<file path="src/rtl/scr_defs.svh">
// Byte addresses, reset values, field positions and timing of the synthesizer register bank
`ifndef SCR_DEFS_SVH
`define SCR_DEFS_SVH
// ------------------------------------------------------------
// Byte addresses
// ------------------------------------------------------------
`define SCR_NUM_BYTES 40
`define SCR_LAST_ADDR 6'h27
`define SCR_A_PHASE1_HI 6'h00
`define SCR_A_PHASE1_LO 6'h01
`define SCR_A_PHASE2_HI 6'h02
`define SCR_A_PHASE2_LO 6'h03
`define SCR_A_FREQ1 6'h04
`define SCR_A_FREQ2 6'h0A
`define SCR_A_STEP 6'h10
`define SCR_A_INTERVAL 6'h16
`define SCR_A_INTERVAL_LO 6'h19
`define SCR_A_SWEEP_HI 6'h1A
`define SCR_A_SWEEP 6'h1A
`define SCR_A_POWER 6'h1D
`define SCR_A_MULT 6'h1E
`define SCR_A_MODE 6'h1F
`define SCR_A_PORT 6'h20
`define SCR_A_ISCALE_HI 6'h21
`define SCR_A_ISCALE_LO 6'h22
`define SCR_A_QSCALE_HI 6'h23
`define SCR_A_QSCALE_LO 6'h24
`define SCR_A_RAMP 6'h25
`define SCR_A_AUX_HI 6'h26
`define SCR_A_AUX_LO 6'h27
// ------------------------------------------------------------
// Reset values and writable-bit masks
// ------------------------------------------------------------
`define SCR_RST_ZERO 8'h00
`define SCR_RST_INTERVAL_LO 8'h40
`define SCR_RST_POWER 8'h10
`define SCR_RST_MULT 8'h64
`define SCR_RST_MODE 8'h01
`define SCR_RST_PORT 8'h20
`define SCR_RST_RAMP 8'h80
`define SCR_MASK_ALL 8'hFF
`define SCR_MASK_NONE 8'h00
`define SCR_MASK_PHASE_HI 8'h3F
`define SCR_MASK_NIBBLE 8'h0F
`define SCR_MASK_POWER 8'h17
`define SCR_MASK_MULT 8'h7F
`define SCR_MASK_PORT 8'h73
// ------------------------------------------------------------
// Field positions
// ------------------------------------------------------------
`define SCR_BIT_COMPARATOR_POWER_OFF 4
`define SCR_BIT_SECOND_PD 2
`define SCR_BIT_CONV_PD 1
`define SCR_BIT_LOGIC_PD 0
`define SCR_BIT_PLL_BYPASS 5
`define SCR_MULT_MSB 4
`define SCR_BIT_INT_UPDATE 0
`define SCR_BIT_KEYING_ON 5
`define SCR_NIB_MSB 3
`define SCR_PHASE_HI_MSB 5
`define SCR_RST_MULT_FACTOR 5'h04
// ------------------------------------------------------------
// Timing
// ------------------------------------------------------------
`define SCR_MASTER_RESET_CYCLES 10
`endif

</file>
<file path="src/rtl/scr_pkg.sv">
// Types shared by the synthesizer register bank
package scr_pkg;
   // Register byte and byte address
   typedef logic [7:0] scr_byte_t;
   typedef logic [5:0] scr_addr_t;
endpackage : scr_pkg

</file>
<file path="src/rtl/scr_config_bank.sv">
// Configuration register bank of the frequency synthesizer: buffer, active bank, update timer
`include "scr_defs.svh"
module scr_config_bank (
   // Clock and reset
   input wire logic CLK,
   input wire logic ARST_N,
   input wire logic MASTER_RESET,
   // Byte port
   input wire logic [5:0] ADDR,
   input wire logic [7:0] WDATA,
   input wire logic WR,
   input wire logic RD,
   output logic [7:0] RDATA,
   // External update strobe
   input wire logic UPDATE_STROBE,
   // Active configuration
   output logic [13:0] PHASE_ONE,
   output logic [13:0] PHASE_TWO,
   output logic [47:0] FREQ_ONE,
   output logic [47:0] FREQ_TWO,
   output logic [47:0] FREQ_STEP,
   output logic [19:0] SWEEP_STEP_INTERVAL,
   output logic [11:0] INPHASE_SCALE,
   output logic [11:0] QUAD_SCALE,
   output logic [7:0] KEYING_RAMP_RATE,
   output logic [11:0] AUXILIARY_LEVEL_WORD,
   output logic [7:0] OPERATING_MODE,
   output logic SHAPED_KEYING_ON,
   // Stage power and clock multiplier
   output logic COMPARATOR_POWER_OFF,
   output logic SECOND_CONVERTER_POWER_OFF,
   output logic CONVERTER_POWER_OFF,
   output logic LOGIC_POWER_OFF,
   output logic PLL_BYPASS,
   output logic [4:0] MULT_FACTOR
);
   // ------------------------------------------------------------
   // Address tables
   // ------------------------------------------------------------
   // Default byte for each address
   function automatic scr_pkg::scr_byte_t dflt(input scr_pkg::scr_addr_t a);
      unique case (a)
         `SCR_A_INTERVAL_LO: dflt = `SCR_RST_INTERVAL_LO;
         `SCR_A_POWER: dflt = `SCR_RST_POWER;
         `SCR_A_MULT: dflt = `SCR_RST_MULT;
         `SCR_A_MODE: dflt = `SCR_RST_MODE;
         `SCR_A_PORT: dflt = `SCR_RST_PORT;
         `SCR_A_RAMP: dflt = `SCR_RST_RAMP;
         default: dflt = `SCR_RST_ZERO;
      endcase
   endfunction : dflt

   // Writable bits of each address; ignored bits stay zero
   function automatic scr_pkg::scr_byte_t wmask(input scr_pkg::scr_addr_t a);
      if (a > `SCR_LAST_ADDR) begin
         wmask = `SCR_MASK_NONE;
      end else begin
         unique case (a)
            `SCR_A_PHASE1_HI, `SCR_A_PHASE2_HI: wmask = `SCR_MASK_PHASE_HI;
            `SCR_A_SWEEP_HI, `SCR_A_ISCALE_HI: wmask = `SCR_MASK_NIBBLE;
            `SCR_A_QSCALE_HI, `SCR_A_AUX_HI: wmask = `SCR_MASK_NIBBLE;
            `SCR_A_POWER: wmask = `SCR_MASK_POWER;
            `SCR_A_MULT: wmask = `SCR_MASK_MULT;
            `SCR_A_PORT: wmask = `SCR_MASK_PORT;
            default: wmask = `SCR_MASK_ALL;
         endcase
      end
   endfunction : wmask

   // ------------------------------------------------------------
   // Storage
   // ------------------------------------------------------------
   scr_pkg::scr_byte_t buf_reg [0:`SCR_NUM_BYTES-1]; // Port-side buffer
   scr_pkg::scr_byte_t act_reg [0:`SCR_NUM_BYTES-1]; // Active bank
   logic [31:0] cnt_reg; // Internal update countdown
   logic strobe_prev_reg; // Strobe level last cycle
   logic [7:0] rdata_reg; // Read answer
   logic update_now; // Buffer-to-bank transfer this edge
   logic [31:0] interval; // Active update interval
   logic internal_mode; // Timer drives updates

   assign interval = {act_reg[`SCR_A_INTERVAL], act_reg[`SCR_A_INTERVAL+6'h01],
                      act_reg[`SCR_A_INTERVAL+6'h02], act_reg[`SCR_A_INTERVAL+6'h03]};
   assign internal_mode = act_reg[`SCR_A_MODE][`SCR_BIT_INT_UPDATE];

   // ------------------------------------------------------------
   // Update source
   // ------------------------------------------------------------
   // Timer expiry in internal mode, strobe rise otherwise
   always_comb begin
      if (internal_mode) begin
         update_now = (cnt_reg == 32'h0000_0000);
      end else begin
         update_now = UPDATE_STROBE & ~strobe_prev_reg;
      end
   end

   // Strobe edge detector
   always_ff @(posedge CLK or negedge ARST_N) begin
      if (!ARST_N) begin
         strobe_prev_reg <= 1'b0;
      end else begin
         strobe_prev_reg <= UPDATE_STROBE;
      end
   end

   // Countdown reloads on each transfer; period is interval plus one
   always_ff @(posedge CLK or negedge ARST_N) begin
      if (!ARST_N) begin
         cnt_reg <= {24'h00_0000, `SCR_RST_INTERVAL_LO};
      end else if (MASTER_RESET) begin
         cnt_reg <= {24'h00_0000, `SCR_RST_INTERVAL_LO};
      end else if (update_now) begin
         cnt_reg <= interval;
      end else begin
         cnt_reg <= cnt_reg - 32'h0000_0001;
      end
   end

   // ------------------------------------------------------------
   // Buffer and active bank
   // ------------------------------------------------------------
   // Port writes land in the buffer, masked
   always_ff @(posedge CLK or negedge ARST_N) begin
      if (!ARST_N) begin
         for (int i = 0; i < `SCR_NUM_BYTES; i++) begin
            buf_reg[i] <= dflt(6'(i));
         end
      end else if (MASTER_RESET) begin
         for (int i = 0; i < `SCR_NUM_BYTES; i++) begin
            buf_reg[i] <= dflt(6'(i));
         end
      end else if (WR && ADDR <= `SCR_LAST_ADDR) begin
         buf_reg[ADDR] <= WDATA & wmask(ADDR);
      end
   end

   // Active bank copies the whole buffer on a transfer
   always_ff @(posedge CLK or negedge ARST_N) begin
      if (!ARST_N) begin
         for (int i = 0; i < `SCR_NUM_BYTES; i++) begin
            act_reg[i] <= dflt(6'(i));
         end
      end else if (MASTER_RESET) begin
         for (int i = 0; i < `SCR_NUM_BYTES; i++) begin
            act_reg[i] <= dflt(6'(i));
         end
      end else if (update_now) begin
         for (int i = 0; i < `SCR_NUM_BYTES; i++) begin
            act_reg[i] <= buf_reg[i];
         end
      end
   end

   // Readback of the active bank; unmapped reads zero
   always_ff @(posedge CLK or negedge ARST_N) begin
      if (!ARST_N) begin
         rdata_reg <= 8'h00;
      end else if (RD) begin
         rdata_reg <= (ADDR <= `SCR_LAST_ADDR) ? act_reg[ADDR] : 8'h00;
      end
   end

   // ------------------------------------------------------------
   // Outputs, wired straight from bank flops; RDATA from the read answer flop
   // ------------------------------------------------------------
   assign RDATA = rdata_reg;
   assign PHASE_ONE = {act_reg[`SCR_A_PHASE1_HI][`SCR_PHASE_HI_MSB:0],
                       act_reg[`SCR_A_PHASE1_LO]};
   assign PHASE_TWO = {act_reg[`SCR_A_PHASE2_HI][`SCR_PHASE_HI_MSB:0],
                       act_reg[`SCR_A_PHASE2_LO]};
   assign FREQ_ONE = {act_reg[`SCR_A_FREQ1], act_reg[`SCR_A_FREQ1+6'h01],
                      act_reg[`SCR_A_FREQ1+6'h02], act_reg[`SCR_A_FREQ1+6'h03],
                      act_reg[`SCR_A_FREQ1+6'h04], act_reg[`SCR_A_FREQ1+6'h05]};
   assign FREQ_TWO = {act_reg[`SCR_A_FREQ2], act_reg[`SCR_A_FREQ2+6'h01],
                      act_reg[`SCR_A_FREQ2+6'h02], act_reg[`SCR_A_FREQ2+6'h03],
                      act_reg[`SCR_A_FREQ2+6'h04], act_reg[`SCR_A_FREQ2+6'h05]};
   assign FREQ_STEP = {act_reg[`SCR_A_STEP], act_reg[`SCR_A_STEP+6'h01],
                       act_reg[`SCR_A_STEP+6'h02], act_reg[`SCR_A_STEP+6'h03],
                       act_reg[`SCR_A_STEP+6'h04], act_reg[`SCR_A_STEP+6'h05]};
   assign SWEEP_STEP_INTERVAL = {act_reg[`SCR_A_SWEEP][`SCR_NIB_MSB:0],
                                 act_reg[`SCR_A_SWEEP+6'h01], act_reg[`SCR_A_SWEEP+6'h02]};
   assign INPHASE_SCALE = {act_reg[`SCR_A_ISCALE_HI][`SCR_NIB_MSB:0], act_reg[`SCR_A_ISCALE_LO]};
   assign QUAD_SCALE = {act_reg[`SCR_A_QSCALE_HI][`SCR_NIB_MSB:0], act_reg[`SCR_A_QSCALE_LO]};
   assign KEYING_RAMP_RATE = act_reg[`SCR_A_RAMP];
   assign AUXILIARY_LEVEL_WORD = {act_reg[`SCR_A_AUX_HI][`SCR_NIB_MSB:0], act_reg[`SCR_A_AUX_LO]};
   assign OPERATING_MODE = act_reg[`SCR_A_MODE];
   assign SHAPED_KEYING_ON = act_reg[`SCR_A_PORT][`SCR_BIT_KEYING_ON];
   assign COMPARATOR_POWER_OFF = act_reg[`SCR_A_POWER][`SCR_BIT_COMPARATOR_POWER_OFF];
   assign SECOND_CONVERTER_POWER_OFF = act_reg[`SCR_A_POWER][`SCR_BIT_SECOND_PD];
   assign CONVERTER_POWER_OFF = act_reg[`SCR_A_POWER][`SCR_BIT_CONV_PD];
   assign LOGIC_POWER_OFF = act_reg[`SCR_A_POWER][`SCR_BIT_LOGIC_PD];
   assign PLL_BYPASS = act_reg[`SCR_A_MULT][`SCR_BIT_PLL_BYPASS];
   assign MULT_FACTOR = act_reg[`SCR_A_MULT][`SCR_MULT_MSB:0];

   // ------------------------------------------------------------
   // Checks
   // ------------------------------------------------------------
   property p_phase_two_top;
      @(posedge CLK) disable iff (!ARST_N)
      WR && !MASTER_RESET && ADDR == `SCR_A_PHASE2_HI |=> buf_reg[`SCR_A_PHASE2_HI][7:6] == 2'b00;
   endproperty
   a_phase_two_top: assert property (p_phase_two_top) else $error("phase two top bits kept");

   property p_phase_one_reset;
      @(posedge CLK) disable iff (!ARST_N)
      MASTER_RESET |=> PHASE_ONE == 14'h0000;
   endproperty
   a_phase_one_reset: assert property (p_phase_one_reset) else $error("phase one not cleared");

   property p_freq_two_buffer;
      @(posedge CLK) disable iff (!ARST_N)
      WR && !MASTER_RESET && ADDR == `SCR_A_FREQ2 |=> buf_reg[`SCR_A_FREQ2] == $past(WDATA);
   endproperty
   a_freq_two_buffer: assert property (p_freq_two_buffer) else $error("frequency byte lost");

   property p_step_transfer;
      @(posedge CLK) disable iff (!ARST_N)
      update_now && !MASTER_RESET |=> FREQ_STEP[47:40] == $past(buf_reg[`SCR_A_STEP]);
   endproperty
   a_step_transfer: assert property (p_step_transfer) else $error("step word order wrong");

   property p_iscale_transfer;
      @(posedge CLK) disable iff (!ARST_N)
      update_now && !MASTER_RESET |=> INPHASE_SCALE[7:0] == $past(buf_reg[`SCR_A_ISCALE_LO]);
   endproperty
   a_iscale_transfer: assert property (p_iscale_transfer) else $error("in-phase scale wrong");

   property p_qscale_top;
      @(posedge CLK) disable iff (!ARST_N)
      buf_reg[`SCR_A_QSCALE_HI][7:4] == 4'h0;
   endproperty
   a_qscale_top: assert property (p_qscale_top) else $error("quadrature top bits kept");

   property p_ramp_default;
      @(posedge CLK) disable iff (!ARST_N)
      MASTER_RESET |=> KEYING_RAMP_RATE == `SCR_RST_RAMP && LOGIC_POWER_OFF == 1'b0;
   endproperty
   a_ramp_default: assert property (p_ramp_default) else $error("ramp default wrong");

   property p_aux_top;
      @(posedge CLK) disable iff (!ARST_N)
      WR && !MASTER_RESET && ADDR == `SCR_A_AUX_HI |=> buf_reg[`SCR_A_AUX_HI][7:4] == 4'h0;
   endproperty
   a_aux_top: assert property (p_aux_top) else $error("auxiliary top bits kept");

   property p_hold_without_update;
      @(posedge CLK) disable iff (!ARST_N)
      !update_now && !MASTER_RESET |=> $stable(FREQ_ONE) && $stable(PHASE_TWO);
   endproperty
   a_hold_without_update: assert property (p_hold_without_update) else $error("bank moved");

   property p_master_defaults;
      @(posedge CLK) disable iff (!ARST_N)
      MASTER_RESET |=> COMPARATOR_POWER_OFF && MULT_FACTOR == `SCR_RST_MULT_FACTOR && internal_mode;
   endproperty
   a_master_defaults: assert property (p_master_defaults) else $error("defaults not loaded");

   property p_timer_period;
      @(posedge CLK) disable iff (!ARST_N || MASTER_RESET)
      internal_mode && cnt_reg == '0 |=> KEYING_RAMP_RATE == $past(buf_reg[`SCR_A_RAMP]);
   endproperty
   a_timer_period: assert property (p_timer_period) else $error("timer did not update");

   property p_unmapped_read;
      @(posedge CLK) disable iff (!ARST_N)
      RD && ADDR > `SCR_LAST_ADDR |=> RDATA == 8'h00;
   endproperty
   a_unmapped_read: assert property (p_unmapped_read) else $error("unmapped read nonzero");
endmodule : scr_config_bank

</file>
<file path="config.mk">
export PLATFORM = sky130hd
export DESIGN_NAME = scr_config_bank
export DESIGN_NICKNAME = d
export VERILOG_FILES = /design/src/rtl/scr_pkg.sv /design/src/rtl/scr_config_bank.sv
export VERILOG_INCLUDE_DIRS = /design/src /design/src/rtl
export SDC_FILE = /design/constraint.sdc
export NUM_CORES = 1
export LEC_CHECK = 0
export BUFFER_PORTS_ARGS = -buffer_cell sky130_fd_sc_hd__buf_2
export CELL_PAD_IN_SITES_DETAIL_PLACEMENT = 1
export CELL_PAD_IN_SITES_GLOBAL_PLACEMENT = 1
export CORE_MARGIN = 4
export CORE_UTILIZATION = 35
export DETAILED_ROUTE_END_ITERATION = 8
export GPL_TIMING_DRIVEN = 0
export HOLD_SLACK_MARGIN = 0.08
export PLACE_DENSITY_LB_ADDON = 0.2
export SETUP_SLACK_MARGIN = 0.4
export SLEW_MARGIN = 20
export SYNTH_ARGS = -nofsm -noshare
export SYNTH_HDL_FRONTEND = slang
export SYNTH_SLANG_ARGS = --single-unit
</file>
<file path="constraint.sdc">
create_clock -name CLK -period 6.78 [get_ports CLK]
set_input_delay 1.017 -clock CLK [delete_from_list [all_inputs] [get_ports CLK]]
set_output_delay 1.017 -clock CLK [all_outputs]
set_load 0.005 [all_outputs]
</file>
==> reports/qor.txt <==
Synth Cell Area - 0.0316 mm^2
Vias in the first global route - 27,700
CTS root buffer - clkbuf_16
DRC - 0
P_leak - 17.6 nW
Vias per Instance - 5.61
Worst hold slack - 0.362 ns
Mean post-synth cell area - 9.75 um^2
CP Max Fanout - 10
Largest net degree at the start of global routing - 94
Power Dens Cells - 281 mW/mm^2
Hold Vio Cnt, Final - 0
Crit path DAT - 5.76 ns
Congestion Overflow GR - 0
Die area - 0.0952 mm^2
Clock-pin slew on the worst setup and hold paths - 0.06 ns
Synth top area cells - dfrtp_1, nand2_1, a21oi_1, buf_4, mux4_2
F_max - 192 MHz
Max-slew violations - 0
CTS tree - built
CP Class - primary input to flip-flop
Wire length per cell - 29.7 um
Clk sink count - 681
Synth Net Count - 3,266
1st-iter DRT viols - 2,745
Commonest non-fill, non-tap cell in the layout - nand2_1
Worst-Margin Slew - 1.21 ns
Most frequent cells in the layout - nand2_1, dfrtp_1, a21oi_1
First-pass GRT wire length - 205,000 um
Post-CTS Resized - 0
Critical Path Sink Type - flip-flop
Final instance area - 0.0375 mm^2
Post-CTS setup buffer count - 0
Seq. cell area - 0.0171 mm^2
Period minus WS final - 5.21 ns
Clock Skew - 0.0308 ns
Total CTS buffers - 78
CTS Hold Bufs - 0
Final setup fails - 0
Ys Warns - 0
RSZ-0062 raised after global routing - no
Fillers - 10,100
H-tree Lvls - 3
Largest area contributor in the netlist - dfrtp_1
Synth top area share - 52.6%
Clock Latency Late Sink - 0.64 ns
Max Cap Viol - 0
Nets - 3,640
Synth Flop Type - dfrtp_1
RD Place Congestion - 0.961
Via count - 27,200
All-Layer GR Usage - 29.9%
VDD IR max - 0.186 mV
DRT Pass-1 Iters - 6
Worst EP required - 7.33 ns
Clock buffer depth - 3
Port Buffers - 277
Routed Antenna Nets - 0
Area post-placement - 0.0349 mm^2
Area grow syn2layout - 18.6%
Core area - 0.0891 mm^2
EDFF count, synth - 0
Initial antenna violation count - 11
CP Launch Type - primary input
Register area share after synthesis - 54.0%
Row Count - 109
Multi-input logic area - 0.0117 mm^2
Status - complete, no violations
Total Wirelength - 144,000 um
Share of layout cells above drive strength 1 - 23.0%
Seq cells post-synth - 681
Synth unique cells - 67
Die height - 309 um
DIE WIDTH - 309 um
Slew headroom - 19.2%
Async set-reset flop share out of synthesis - 100%
Post-Synthesis Cells - 3,244
Worst Hold Class - primary input to asynchronous set/reset pin
Max reg flops - 320
IO Count - 283
Initial Utilization - 35.5%
Dpl hpwl - 105,000 um
Period utilization - 76.8%
-- cell type report --
| class | instances | share of cell area, % |
|---|---|---|
| Antenna cell | 2 | 0.0133 |
| Buffer | 474 | 7.80 |
| Clock buffer | 121 | 6.45 |
| Clock inverter | 20 | 0.457 |
| Inverter | 8 | 0.0801 |
| Multi-Input combinational cell | 2081 | 31.2 |
| Sequential cell | 681 | 45.5 |
| Tap cell | 1165 | 3.89 |
| Timing Repair Buffer | 294 | 4.65 |
-- routing by layer --
layer  share of wire, %  GRT usage, %  vias to the layer above
li1                   -             -                    11600
met1                 42          41.3                    14100
met2                 46          46.9                     1152
met3                7.6          5.85                      296
met4                4.4          11.6                        6
met5              0.026             0                        -
-- worst max-delay path: stages --
cell and delay, ns:
buf_2 0.25, buf_2 0.41, buf_2 0.72, clkbuf_1 0.88
clkbuf_1 0.79, nand3_1 0.62, nor2_1 0.80, a22o_1 0.23
-- logic make-up after synthesis --
family          after synthesis  synth area share [%]
simple gates               1178                  15.3
xor+xnor                     23                 0.637
flops                       681                  54.0
buf+inv                     482                  9.23
fa+ha+maj                     2                0.0791
compound gates              759                  14.7
mux                         119                  6.10
-- report_power, final --
| part | internal (mW) | switching (mW) | total (mW) |
|---|---|---|---|
| combinational | 0.487 | 1.40 | 1.89 |
| sequential | 4.19 | 0.134 | 4.32 |
| clock | 2.53 | 1.81 | 4.34 |
| total | 7.20 | 3.35 | 10.6 |
-- path summary, 6_finish.rpt --
path | cells past startpoint | slack, ns | from | endpoint
max in group asynchronous | 5 | 4.42 | ARST_N | SHAPED_KEYING_ON$_DFFE_PN1P_
worst max-delay path | 8 | 1.57 | ADDR[0] | buf_reg[195]$_DFFE_PN0P_
min in group CLK | 2 | 0.48 | buf_reg[118]$_DFFE_PN1P_ | buf_reg[118]$_DFFE_PN1P_
worst max register to register | 8 | 3.07 | cnt_reg[16]$_DFF_PN0_ | FREQ_ONE[13]$_DFFE_PN0P_
worst min-delay path | 1 | 0.36 | ARST_N | cnt_reg[11]$_DFF_PN0_
worst min register to register | 2 | 0.48 | buf_reg[118]$_DFFE_PN1P_ | buf_reg[118]$_DFFE_PN1P_
-- metrics by stage --
stage                     cells  setup TNS, ns  setup WS (ns)  utilization, %  power, mW
final                      4846              0           1.57            42.1       10.6
after global routing       4844              0           1.54            42.1       10.9
after CTS                  4844              0           1.68            42.1       10.6
after detailed placement   4703              0           1.04            39.2       6.25
after global placement     4686       -7189.20         -10.76            38.7       6.21
after floorplan            3244              0           3.63               -       5.41
-- Yosys cell counts, types with 4 or more instances --
library cell / n
nand4_1: 6
nor4_1: 8
a21oi_1: 466
and2_1: 28
or2_2: 4
buf_2: 14
and3_1: 10
a31oi_1: 5
clkbuf_1: 171
inv_1: 6
xor2_1: 6
nor2b_1: 12
dfstp_2: 17
o22ai_1: 5
nand2_1: 834
xnor2_1: 17
a22oi_1: 10
mux2_2: 9
nand3_1: 31
a211oi_1: 29
buf_1: 10
a221o_1: 5
nand2b_1: 4
nor2_1: 184
buf_4: 267
nand3b_1: 4
nor3_1: 24
mux4_2: 58
a221oi_1: 10
o21ai_0: 46
mux2i_1: 52
dfrtp_1: 664
nor3b_1: 9
buf_6: 12
a22o_1: 147
o211ai_1: 6
a311oi_1: 4
Power figures use the tool's default switching activity.
